**src/common/gdf_pkg.sv**
```systemverilog
/*
 * Constants for the Gaussian decimation filter: clock ratios, filter
 * coefficient, datapath scaling, output coding and sequencer states.
 * Assumes one master clock drives all logic; every rate is a ratio of it.
 */
// Operation
// - Corner frequency is master clock over 409600
// - Output words at clock over 1024, 4 kHz
// - Six-pole Gaussian-like magnitude response
// - Strong 60 Hz rejection from six poles
// - Step settles monotonically within 125 ms
// - Continuous sampling, 16-bit register refreshed every word
// - Output register readable any time, undisturbed filtering
// - Datapath headroom covers 100 mV overrange
// - All rates fixed ratios of master clock
// - Select low unipolar, high bipolar range
// - Straight binary unipolar, offset binary bipolar
// - Codes zero at bottom, ones at top
// - LSB equals span over 65536
// - Modulator sampled every 256 master clocks
package gdf_pkg;

    // Clock ratios
    localparam int SAMPLE_DIV  = 256;               // Master clocks per modulator sample
    localparam int WORD_DIV    = 1024;              // Master clocks per output word
    localparam int DECIM       = WORD_DIV / SAMPLE_DIV;
    localparam int CORNER_DIV  = 409600;            // Master clocks per corner-frequency cycle
    localparam int STAGES      = 6;                 // Real poles in cascade

    // Reference master clock and settling time
    localparam int MCLK_REF_HZ = 4096000;
    localparam int SETTLE_MS   = 125;
    localparam int SETTLE_WORDS = (SETTLE_MS * (MCLK_REF_HZ / 1000)) / WORD_DIV;

    // Per-pole coefficient, Q16: 2*pi*(fs/CORNER_DIV... ) per pole, cascade of six gives the corner
    localparam int          ALPHA_SHIFT = 16;
    localparam logic [16:0] ALPHA_Q16   = 17'h002DF;

    // Datapath: full scale maps to +/-2^23, modulator extremes sit 4 % beyond
    localparam int                 ACC_W    = 28;
    localparam int                 CODE_W   = 16;
    localparam logic signed [27:0] IN_MAG   = 28'sh0851EB8;
    localparam int                 UNI_SHIFT = 7;
    localparam int                 BIP_SHIFT = 8;
    localparam logic signed [27:0] UNI_ROUND = 28'sh0000040;
    localparam logic signed [27:0] BIP_ROUND = 28'sh0000080;
    localparam logic signed [27:0] CODE_OFFSET = 28'sh0008000;
    localparam logic signed [27:0] CODE_TOP    = 28'sh000FFFF;
    localparam logic signed [27:0] ACC_ZERO    = 28'sh0000000;
    localparam logic [15:0]        CODE_MAX    = 16'hFFFF;
    localparam logic [15:0]        CODE_MIN    = 16'h0000;

    // Sequencer states, Gray along wait -> filter -> load
    typedef enum logic [1:0] {
        ST_WAIT = 2'b00,
        ST_FILT = 2'b01,
        ST_LOAD = 2'b11
    } seq_state_t;

endpackage

```
**src/hw/gaussian_decimation_filter.sv**
```systemverilog
/*
 * Gaussian decimation filter: samples a one-bit modulator stream, runs six
 * cascaded real poles time-shared on one multiplier, decimates by four and
 * loads a clamped 16-bit code into the output register.
 * Assumes the modulator bit and the range select are synchronous to the
 * master clock, and that the modulator updates its bit on the sample strobe.
 */
`timescale 1ns/1ps
`default_nettype none

module gaussian_decimation_filter #(
    parameter int SETTLE_WORDS = gdf_pkg::SETTLE_WORDS
) (
    // Clock and reset
    input  wire logic        I_CLK_SYS,
    input  wire logic        I_RSTN,
    // Modulator side
    input  wire logic        i_mod_bit,
    output logic             o_sample_strobe,
    // Range control
    input  wire logic        i_range_polarity_select,
    // Output word
    output logic [15:0]      o_data,
    output logic             o_data_update,
    output logic             o_settled
);

    localparam int DIV_W = $clog2(gdf_pkg::SAMPLE_DIV);
    localparam int DEC_W = $clog2(gdf_pkg::DECIM);
    localparam int IDX_W = $clog2(gdf_pkg::STAGES);
    localparam int SET_W = $clog2(SETTLE_WORDS + 1);
    localparam int PROD_W = gdf_pkg::ACC_W + $bits(gdf_pkg::ALPHA_Q16); // Full product, no bits lost

    gdf_pkg::seq_state_t state;
    gdf_pkg::seq_state_t next_state;

    logic [DIV_W-1:0]                      div_cnt;
    logic [DEC_W-1:0]                      dec_cnt;
    logic [IDX_W-1:0]                      stage_idx;
    logic [SET_W-1:0]                      settle_cnt;
    logic signed [gdf_pkg::ACC_W-1:0]      x_in;
    logic signed [gdf_pkg::ACC_W-1:0]      pole [gdf_pkg::STAGES];

    // Sample timing, fixed ratio of master clock
    wire logic sample_now = (div_cnt == DIV_W'(0));
    wire logic last_stage = (stage_idx == IDX_W'(gdf_pkg::STAGES - 1));
    wire logic last_sample = (dec_cnt == DEC_W'(gdf_pkg::DECIM - 1));

    assign o_sample_strobe = sample_now;

    // One pole update: y += alpha * (in - y)
    wire logic signed [gdf_pkg::ACC_W-1:0] stage_in =
        (stage_idx == IDX_W'(0)) ? x_in : pole[stage_idx - IDX_W'(1)];
    wire logic signed [gdf_pkg::ACC_W-1:0] diff = stage_in - pole[stage_idx];
    wire logic signed [PROD_W-1:0] prod = diff * $signed(gdf_pkg::ALPHA_Q16);
    wire logic signed [gdf_pkg::ACC_W-1:0] step = prod[gdf_pkg::ALPHA_SHIFT +: gdf_pkg::ACC_W];

    // Code conversion: bipolar adds mid offset, unipolar doubles gain
    wire logic signed [gdf_pkg::ACC_W-1:0] y_final = pole[gdf_pkg::STAGES - 1];
    wire logic signed [gdf_pkg::ACC_W-1:0] bip_val =
        ((y_final + gdf_pkg::BIP_ROUND) >>> gdf_pkg::BIP_SHIFT) + gdf_pkg::CODE_OFFSET;
    wire logic signed [gdf_pkg::ACC_W-1:0] uni_val =
        (y_final + gdf_pkg::UNI_ROUND) >>> gdf_pkg::UNI_SHIFT;
    wire logic signed [gdf_pkg::ACC_W-1:0] scaled =
        i_range_polarity_select ? bip_val : uni_val;
    wire logic under = (scaled < gdf_pkg::ACC_ZERO);
    wire logic over  = (scaled > gdf_pkg::CODE_TOP);
    wire logic [15:0] code = under ? gdf_pkg::CODE_MIN :
                             over  ? gdf_pkg::CODE_MAX : scaled[15:0];

    // Sequencer next state
    always_comb begin
        next_state = state;
        case (state)
            gdf_pkg::ST_WAIT: begin
                if (sample_now) begin
                    next_state = gdf_pkg::ST_FILT;
                end
            end
            gdf_pkg::ST_FILT: begin
                if (last_stage) begin
                    next_state = last_sample ? gdf_pkg::ST_LOAD : gdf_pkg::ST_WAIT;
                end
            end
            gdf_pkg::ST_LOAD: begin
                next_state = gdf_pkg::ST_WAIT;
            end
            default: begin
                next_state = gdf_pkg::ST_WAIT;
            end
        endcase
    end

    // Free-running sample divider, no start command
    always_ff @(posedge I_CLK_SYS or negedge I_RSTN) begin
        if (!I_RSTN) begin
            div_cnt <= '0;
        end else begin
            div_cnt <= div_cnt + DIV_W'(1);
        end
    end

    // State, stage index and decimation count
    always_ff @(posedge I_CLK_SYS or negedge I_RSTN) begin
        if (!I_RSTN) begin
            state     <= gdf_pkg::ST_WAIT;
            stage_idx <= '0;
            dec_cnt   <= '0;
        end else begin
            state <= next_state;
            if (state == gdf_pkg::ST_FILT) begin
                stage_idx <= last_stage ? IDX_W'(0) : stage_idx + IDX_W'(1);
                if (last_stage) begin
                    dec_cnt <= dec_cnt + DEC_W'(1); // Wraps after DECIM samples
                end
            end
        end
    end

    // Latch modulator bit as +/- input magnitude with overrange headroom
    always_ff @(posedge I_CLK_SYS or negedge I_RSTN) begin
        if (!I_RSTN) begin
            x_in <= gdf_pkg::ACC_ZERO;
        end else if (sample_now) begin
            x_in <= i_mod_bit ? gdf_pkg::IN_MAG : -gdf_pkg::IN_MAG;
        end
    end

    // Pole states, one updated per clock, cascade gives no overshoot
    always_ff @(posedge I_CLK_SYS or negedge I_RSTN) begin
        if (!I_RSTN) begin
            for (int i = 0; i < gdf_pkg::STAGES; i++) begin
                pole[i] <= gdf_pkg::ACC_ZERO;
            end
        end else if (state == gdf_pkg::ST_FILT) begin
            pole[stage_idx] <= pole[stage_idx] + step;
        end
    end

    // Output register loaded whole in one edge, otherwise held
    always_ff @(posedge I_CLK_SYS or negedge I_RSTN) begin
        if (!I_RSTN) begin
            o_data        <= gdf_pkg::CODE_MIN;
            o_data_update <= 1'b0;
        end else begin
            o_data_update <= (state == gdf_pkg::ST_LOAD);
            if (state == gdf_pkg::ST_LOAD) begin
                o_data <= code;
            end
        end
    end

    // Settled after a settling time of words since reset
    always_ff @(posedge I_CLK_SYS or negedge I_RSTN) begin
        if (!I_RSTN) begin
            settle_cnt <= '0;
            o_settled  <= 1'b0;
        end else if (state == gdf_pkg::ST_LOAD && !o_settled) begin
            settle_cnt <= settle_cnt + SET_W'(1);
            o_settled  <= (settle_cnt == SET_W'(SETTLE_WORDS - 1));
        end
    end

endmodule

`default_nettype wire

```
**config.mk**
```make
export PLATFORM = sky130hd
export DESIGN_NAME = gaussian_decimation_filter
export DESIGN_NICKNAME = d
export VERILOG_FILES = /design/src/common/gdf_pkg.sv /design/src/hw/gaussian_decimation_filter.sv
export SDC_FILE = /design/constraint.sdc
export NUM_CORES = 1
export LEC_CHECK = 0
export ABC_AREA = 1
export BUFFER_PORTS_ARGS = -buffer_cell sky130_fd_sc_hd__buf_2
export CAP_MARGIN = 10
export CORE_MARGIN = 8
export CORE_UTILIZATION = 30
export DETAILED_ROUTE_END_ITERATION = 7
export MAX_ROUTING_LAYER = met4
export SETUP_SLACK_MARGIN = 0.4
export SLEW_MARGIN = 20
export SYNTH_ARGS = -nofsm -noshare
export SYNTH_HDL_FRONTEND = slang
export SYNTH_SLANG_ARGS = --single-unit
```
**constraint.sdc**
```tcl
create_clock -name I_CLK_SYS -period 17.15 [get_ports I_CLK_SYS]
set_input_delay 0.8575 -clock I_CLK_SYS [delete_from_list [all_inputs] [get_ports I_CLK_SYS]]
set_output_delay 0.8575 -clock I_CLK_SYS [all_outputs]
set_load 0.005 [all_outputs]
```
=== Yosys cells after proc, flatten, opt, wreduce, memory -nomap -nowiden ===
Cells that the tools add are included.

* Register bits: 238
* Logic and storage cells: 67
* Output and inout bits: 19

* $mul: 1
* Reductions and logical operators: 8
* Bitwise operators: 2
* $lt $le $gt $ge: 5
* Equal/unequal tests: 7
* $add $sub $neg: 10
* Mux-type cells: 19

{| class="wikitable"
|+ Operators with widths
! operator !! count
|-
| $mux 28 || 8
|-
| $bmux 28 s3 || 2
|-
| $bwmux 168 || 1
|-
| $demux 28 s3 || 1
|-
| $mul 28x11->39 const B || 1
|-
| $mux 16 || 2
|-
| $add 28x23->28 || 1
|-
| $add 28x8->28 const B || 1
|-
| $add 28x9->28 const B || 1
|-
| $gt 28x17->1 const B || 1
|-
| $lt 28x1->1 const B || 1
|-
| $sub 28x28->28 || 1
|-
| $add 20x17->21 const B || 1
|-
| $add 9x1->9 const B || 1
|-
| $eq 9x9->1 const B || 1
|-
| $add 8x1->8 const B || 1
|-
| $ge 4x4->1 const B || 2
|-
| $logic_not 8->1 || 1
|-
| $not 3->4 || 2
|-
| $mux 2 || 3
|-
| $eq 2x2->1 const B || 2
|-
| $lt 4x1->1 const B || 1
|-
| $ne 2x2->1 const B || 2
|-
| $pmux 2 s2 || 1
|-
| other kinds (11) || 13
|}

=== Longest topological paths before layout ===
Gate-level depths: netlist of run 1.

* Word-level depth: 10
* Depth in mapped cells: 68

=== Worst setup path before layout of run 1 ===
Ideal clock, no wire load.

* Path type: reg2reg
* Start point: register stage_idx[0]
* End point: register pole[111] (netlist bit)
* Required time: 17032 ps
* Library setup time: 118 ps
* Setup slack: 6848 ps
* Stages on the path, launching flop included: 60
* Arrival time: 10184 ps
* Path through: dfrtp_1 -> inv_2 -> buf_4 -> buf_4 -> clkbuf_1 -> ha_1 -> buf_4 -> buf_4 -> clkbuf_1 -> clkbuf_1 -> a21oi_1 -> o21ai_0 -> o21ai_0 -> nand2_1 -> ha_1 -> fa_1 -> inv_1 -> nand2_1 -> (+24 left out) -> nand2_1 -> o211ai_1 -> nand2_1 -> inv_1 -> nand2_2 -> nand3_1 -> nand2_1 -> ha_1 -> a21oi_1 -> o21ai_0 -> a221oi_1 -> o21ai_0 -> inv_1 -> nand2_1 -> inv_1 -> nand2_2 -> nand3_1 -> nand2_1

* Longest elaborated chain between the ends: 10
* Elaborated cells on any way between the ends: 20

{| class="wikitable"
|+ Ends and longest elaborated chain
! item !! RTL line !! RTL
|-
| start, declared || gaussian_decimation_filter.sv:39 || <nowiki>logic [IDX_W-1:0] stage_idx;</nowiki>
|-
| start signal, assigned || gaussian_decimation_filter.sv:112 || <nowiki>stage_idx <= last_stage ? IDX_W'(0) : stage_idx + IDX_W'(1);</nowiki>
|-
| $sub 3x1->3 || gaussian_decimation_filter.sv:53 || <nowiki>(stage_idx == IDX_W'(0)) ? x_in : pole[stage_idx - IDX_W'(1)];</nowiki>
|-
| $not 3->4 (implied by the code) || gaussian_decimation_filter.sv:53 ||
|-
| $bmux 28 s3 || gaussian_decimation_filter.sv:53 ||
|-
| $mux 28 (implied by the code) (2 in series) || gaussian_decimation_filter.sv:53 ||
|-
| $mux 28 || gaussian_decimation_filter.sv:53 ||
|-
| $sub 28x28->28 || gaussian_decimation_filter.sv:54 || <nowiki>wire logic signed [gdf_pkg::ACC_W-1:0] diff = stage_in - pole[stage_idx];</nowiki>
|-
| $mul 28x11->39 || gaussian_decimation_filter.sv:55 || <nowiki>wire logic signed [PROD_W-1:0] prod = diff * $signed(gdf_pkg::ALPHA_Q16);</nowiki>
|-
| $add 28x23->28 || gaussian_decimation_filter.sv:136 || <nowiki>pole[stage_idx] <= pole[stage_idx] + step;</nowiki>
|-
| $bwmux 168 (*) || gaussian_decimation_filter.sv:136 ||
|-
| end signal, assigned by index || gaussian_decimation_filter.sv:133 || <nowiki>pole[i] <= gdf_pkg::ACC_ZERO;</nowiki>
|-
| end signal, assigned by index || gaussian_decimation_filter.sv:136 ||
|-
| end, declared || gaussian_decimation_filter.sv:42 || <nowiki>logic signed [gdf_pkg::ACC_W-1:0] pole [gdf_pkg::STAGES];</nowiki>
|}

Mark *: on every way between the ends. The rest lies on a longest branch, timed or not. The select of a mux whose other input is x is not followed.
A chain may end at the register's enable or synchronous reset.

=== Final worst setup path of run 1 ===
* Start point: register stage_idx[0]
* End point: register pole (netlist bit y_final[18])

The elaborated chain is that of the path after synthesis.

==> results of run 1 <==
-- logic make-up after synthesis --
| logic type | count (synthesis) |
|---|---|
| XOR/XNOR | 108 |
| buffers and inverters | 631 |
| AO/OA/AOI/OAI | 582 |
| adder cells (fa/ha/maj) | 303 |
| AND/OR/NAND/NOR | 1278 |
| flip-flops | 213 |
| multiplexers | 1 |
-- layout make-up --
| class | count | area, um^2 | area share, % |
|---|---|---|---|
| Timing Repair Buffer | 43 | 298 | 1.23 |
| Clock inverter | 15 | 215 | 0.887 |
| Clock buffer | 29 | 661 | 2.72 |
| Inverter | 533 | 2010 | 8.28 |
| Tap cell | 969 | 1210 | 5.00 |
| Sequential cell | 213 | 5330 | 22.0 |
| Antenna cell | 1 | 2.50 | 0.0103 |
| Multi-Input combinational cell | 2272 | 14500 | 59.9 |
-- registers in the layout, summed over array words and instances (netlist names) --
name           cells
dec_cnt            2
div_cnt            8
o_data            16
o_data_update      1
o_settled          1
pole             140
settle_cnt         9
stage_idx          3
state              2
x_in               3
y_final           28
-- worst register-to-register path, delay by kind of cell (launching register included) --
kind                     cells  cell delay (ns)
AND/OR/NAND/NOR             25             4.88
adder cells (fa/ha/maj)      9             3.55
buffers and inverters        8             1.39
AO/OA/AOI/OAI                5             1.35
XOR/XNOR                     3             1.03
flip-flops                   1             0.66
-- metrics by stage --
stage,setup WS [ns],utilization [%]
floorplan,6.85,-
global placement,4.36,31.6
detailed placement,4.47,31.6
CTS,4.41,32.8
global route,3.39,32.8
finish,4.18,32.8
-- per-layer routing --
metal | vias to the layer above | part of all wire [%] | routed length [um] | track usage [%]
li1 | 9944 | - | - | -
met1 | 9667 | 45 | 33200 | 24.4
met2 | 722 | 44 | 32500 | 27.8
met3 | 162 | 6.9 | 5110 | 2.67
met4 | 0 | 4.5 | 3340 | 6.84
met5 | - | 0 | 0 | -
-- worst max-delay path by stage --
stage,startpoint,end,slack [ns],cells past startpoint
finish,stage_idx[0],y_final[18],4.18,50
global route,stage_idx[0],pole[158],3.39,50
CTS,stage_idx[0],y_final[18],4.41,50
detailed placement,stage_idx[0],y_final[18],4.47,50
global placement,stage_idx[0],y_final[18],4.36,50
floorplan,stage_idx[0],pole[111],6.85,59
-- synth_stat cells (all sizes together) (2+ instances only) --
| library cell | count | area [um^2] |
|---|---|---|
| nand2 | 746 | 2850 |
| inv | 531 | 2000 |
| o21ai | 310 | 1570 |
| dfrtp | 213 | 5330 |
| nor2 | 212 | 813 |
| nand3 | 203 | 1070 |
| ha | 168 | 2100 |
| a21oi | 160 | 820 |
| fa | 135 | 2700 |
| xor2 | 75 | 691 |
| clkbuf | 70 | 263 |
| nor3 | 49 | 245 |
| xnor2 | 33 | 323 |
| buf | 28 | 185 |
| nand4 | 24 | 150 |
| or2 | 23 | 144 |
| a21o | 15 | 113 |
| o22ai | 14 | 93.8 |
| nor4 | 12 | 75.1 |
| a22oi | 11 | 82.6 |
| o211ai | 11 | 82.6 |
| a211oi | 10 | 75.1 |
| o21bai | 10 | 86.3 |
| o221ai | 10 | 87.6 |
| a31oi | 9 | 56.3 |
| o21a | 8 | 60.1 |
| nand3b | 4 | 30.0 |
| a21boi | 3 | 33.8 |
| a221oi | 3 | 26.3 |
| a2111oi | 2 | 17.5 |
| and2 | 2 | 12.5 |
| and3 | 2 | 12.5 |
| clkinv | 2 | 7.51 |
| o311ai | 2 | 17.5 |
==> impl_metrics.json, run 1 <==
{
  "outcome": "finished clean",
  "grt.total_usage_pct": 18.2,
  "dp_cells": 4029,
  "path_delay_family": "simple AND/OR/NAND/NOR gates",
  "antenna_left": 0,
  "cts_max_level": 1,
  "postCtsHoldBufs": 0,
  "cts_setup_buffers": 0,
  "r2r-end": "y_final[18]",
  "fp.dieH_um": 289,
  "initial_utilization_pct": 30.1,
  "fp-row-count": 100,
  "r2r_cells": 50,
  "dpl_cell_area_um2": 23400,
  "synthAdderAreaFrac_pct": 21.6,
  "rsz0062_at_grt": "no",
  "finalCritPeriodShare_pct": 75.6,
  "dp_hpwl_um": 57500,
  "synth_xor_area_share_pct": 4.55,
  "synth_cell_types": 67,
  "antenna_found_initial": 0,
  "fin_worst_skew_ns": 0.0302,
  "synthFlopType": "dfrtp_1",
  "cp_data_arrival_time_ns": 13.43,
  "ioPinCount": 23,
  "clock_sinks": 213,
  "layout.nets": 3394,
  "synthMuxAreaShare_pct": 0.0505,
  "max_stage_delay_ns": 0.79,
  "synth_edf_count": 0,
  "setup_violations": 0,
  "slowest_stage": "nand3_1",
  "r2r_slack_ns": 4.18,
  "drive_gt1_share_pct": 5.57,
  "final_common_cell": "nand2_1",
  "avgSynthCellArea_um2": 7.15,
  "ys_ff_latch": 213,
  "final_hold_viol_count": 0,
  "maxSlewViolCount": 0,
  "synth.cell_area_um2": 22300,
  "path_max_fanout": 53,
  "tightestPinTransition_ns": 1.18,
  "viasPerCell": 5.03,
  "grt_max_degree": 76,
  "synth_compound_area_share_pct": 14.6,
  "fmax_mhz": 77.1,
  "hold_slack_ns": 0.289,
  "tns_ns": 0,
  "clock_latency_ns": 0.55,
  "slew_headroom_pct": 20.8,
  "fin_area_um2": 24300,
  "cts_tree": "built",
  "postCtsResizedCells": 0,
  "path_buf_inv": 8,
  "yosys_warnings": 0,
  "dieArea_um2": 83200,
  "async_flop_share_pct": 100,
  "cp-end-kind": "flop",
  "root_buffer": "clkbuf_16",
  "syn_inst": 3116,
  "fill_cells": 8044,
  "yosysSeqAreaShare_pct": 23.9,
  "grt_pass1_vias": 20000,
  "startpoint_type": "flop",
  "clkTransAtPathRegs_ns": 0.06,
  "final_cell_mix": "nand2_1 (732), inv_1 (510), o21ai_0 (298)",
  "synth_nets": 3423,
  "fin_cells": 4075,
  "max_cap_violations": 0,
  "synth_top_family_by_area": "simple AND/OR/NAND/NOR gates",
  "grt_first_pass_wirelength_um": 116000,
  "wire_per_inst_um": 18.2,
  "fin_crit_ns": 12.97,
  "drc": 0,
  "synth-simple-area-share_pct": 24.3,
  "hold_class": "in -> async",
  "rr_startpoint": "stage_idx[0]",
  "firstDrtPassIters": 6,
  "drtIter0Drc": 2077,
  "required_ns": 17.61,
  "design.core.area_um2": 73900,
  "critPathKind": "reg -> reg",
  "place.gp.congestion": 1.02,
  "numPortBuffers": 22,
  "clk_path_buf_depth": 3,
  "area_growth_pct": 8.90,
  "critPathMostFrequentCell": "nand2_1",
  "die_w_um": 289,
  "cts_buffers": 24,
  "grt-ovfl-total": 0,
  "routed_wirelength_um": 74200,
  "vias": 20500
}
Power of run 1 is left out: the tool's default activity adds up to more than one toggle a clock period on the data nets, which glitch-free logic cannot reach.
==> inputs of run 2 (changes only) <==
==> constraint.sdc (replaced) <==
create_clock -name I_CLK_SYS -period 12.6 [get_ports I_CLK_SYS]
set_input_delay 0.63 -clock I_CLK_SYS [delete_from_list [all_inputs] [get_ports I_CLK_SYS]]
set_output_delay 0.63 -clock I_CLK_SYS [all_outputs]
set_load 0.005 [all_outputs]
==> impl_metrics.json, run 2 (same netlist as run 1, synthesis figures left out) <==
{
  "max_cap_violations": 0,
  "design.core.area_um2": 73900,
  "drive_gt1_share_pct": 5.82,
  "clk_path_buf_depth": 3,
  "diodes": 0,
  "r2r_slack_ns": 1.28,
  "tns_ns": 0,
  "setup_violations": 0,
  "postCtsHoldBufs": 0,
  "r2r_cells": 47,
  "grt_pass1_vias": 19700,
  "layout.nets": 3402,
  "dieArea_um2": 83200,
  "area_growth_pct": 8.95,
  "numPortBuffers": 22,
  "cp_data_arrival_time_ns": 11.68,
  "final_hold_viol_count": 0,
  "maxSlewViolCount": 0,
  "clkTransAtPathRegs_ns": 0.06,
  "clock_latency_ns": 0.55,
  "slew_headroom_pct": 12.3,
  "largest_reg_flops": 140,
  "drtIter0Drc": 2032,
  "cts_tree": "built",
  "slowest_stage": "o311ai_0",
  "vias": 20500,
  "antenna_found_initial": 0,
  "final_cell_mix": "nand2_1 (732), inv_1 (509), o21ai_0 (298)",
  "tightestPinTransition_ns": 1.30,
  "grt-ovfl-total": 0,
  "met2_usage_pct": 27.1,
  "initial_utilization_pct": 30.1,
  "rsz0062_at_grt": "no",
  "wire_per_inst_um": 18.1,
  "drc": 0,
  "largest-register": "pole",
  "max_stage_delay_ns": 0.60,
  "hold_slack_ns": 0.0845,
  "rr_startpoint": "stage_idx[0]",
  "busiest_layer": "met2",
  "clock_sinks": 213,
  "firstDrtPassIters": 6,
  "ioPinCount": 23,
  "path_max_fanout": 45,
  "fin_crit_ns": 11.32,
  "hold_class": "in -> async",
  "cp-end-kind": "flop",
  "grt_util_met3_pct": 3.35,
  "outcome": "finished clean",
  "fp.dieH_um": 289,
  "antenna_left": 0,
  "startpoint_type": "flop",
  "grt_first_pass_wirelength_um": 114000,
  "die_w_um": 289,
  "fmax_mhz": 88.4,
  "routed_wirelength_um": 73700,
  "critPathKind": "reg -> reg",
  "fin_cells": 4078,
  "met1_usage_pct": 23.7,
  "grt.total_usage_pct": 17.9,
  "final_common_cell": "nand2_1",
  "r2r-end": "pole[79]",
  "cts_max_level": 1,
  "fin_worst_skew_ns": 0.0296,
  "dp_hpwl_um": 56700,
  "root_buffer": "clkbuf_16",
  "place.gp.congestion": 1.05,
  "critPathMostFrequentCell": "nand2_1",
  "grt_max_degree": 79,
  "fp-row-count": 100,
  "cts_buffers": 24,
  "dp_cells": 4038,
  "required_ns": 12.97,
  "finalCritPeriodShare_pct": 89.8,
  "viasPerCell": 5.04
}
==> run 2: worst max path at each step <==
stage / from / end / slack (ns) / depth (start not counted)
finish: stage_idx[0] / pole[79] / 1.28 / 47
global route: stage_idx[0] / pole[51] / 0.51 / 53
CTS: stage_idx[1] / pole[51] / 0.97 / 56
detailed placement: stage_idx[1] / pole[51] / 1.03 / 56
global placement: stage_idx[1] / y_final[23] / 1.10 / 56
floorplan: stage_idx[0] / pole[111] / 2.30 / 59
==> run 2: metrics by stage <==
stage / util [%] / setup slack [ns] / area, um^2
floorplan: - / 2.30 / 22300
global placement: 31.7 / 1.10 / 23400
detailed placement: 31.7 / 1.03 / 23400
CTS: 32.8 / 0.968 / 24200
global route: 32.8 / 0.505 / 24300
finish: 32.8 / 1.28 / 24300
==> run 2: timing repair <==
action,in CTS,in global routing
resized for setup,0,5
buffers inserted,0,0
setup endpoints to repair,0,49
==> run 2: area by class of cell <==
| class | instances | area [um^2] |
|---|---|---|
| Fill cell | 7970 | 49700 |
| Multi-Input combinational cell | 2272 | 14600 |
| Sequential cell | 213 | 5340 |
| Inverter | 533 | 2010 |
| Tap cell | 969 | 1210 |
| Clock buffer | 27 | 622 |
| Timing Repair Buffer | 51 | 345 |
| Clock inverter | 13 | 185 |
==> run 2: worst max-delay path, delay by kind of cell (launching register included) <==
| family | cells | cell delay (ns) |
|---|---|---|
| compound gates | 6 | 1.25 |
| xor+xnor | 3 | 0.76 |
| fa+ha+maj | 8 | 3.52 |
| buf+inv | 9 | 1.56 |
| flops | 1 | 0.50 |
| simple gates | 21 | 3.48 |
==> run 2: layer usage <==
metal  share of wire [%]  vias to the layer above
met5                   0                        -
met4                 4.8                        0
met3                 8.4                      159
met2                  43                      830
met1                  44                     9620
li1                    -                     9934
Power of run 2 is left out for the same reason.
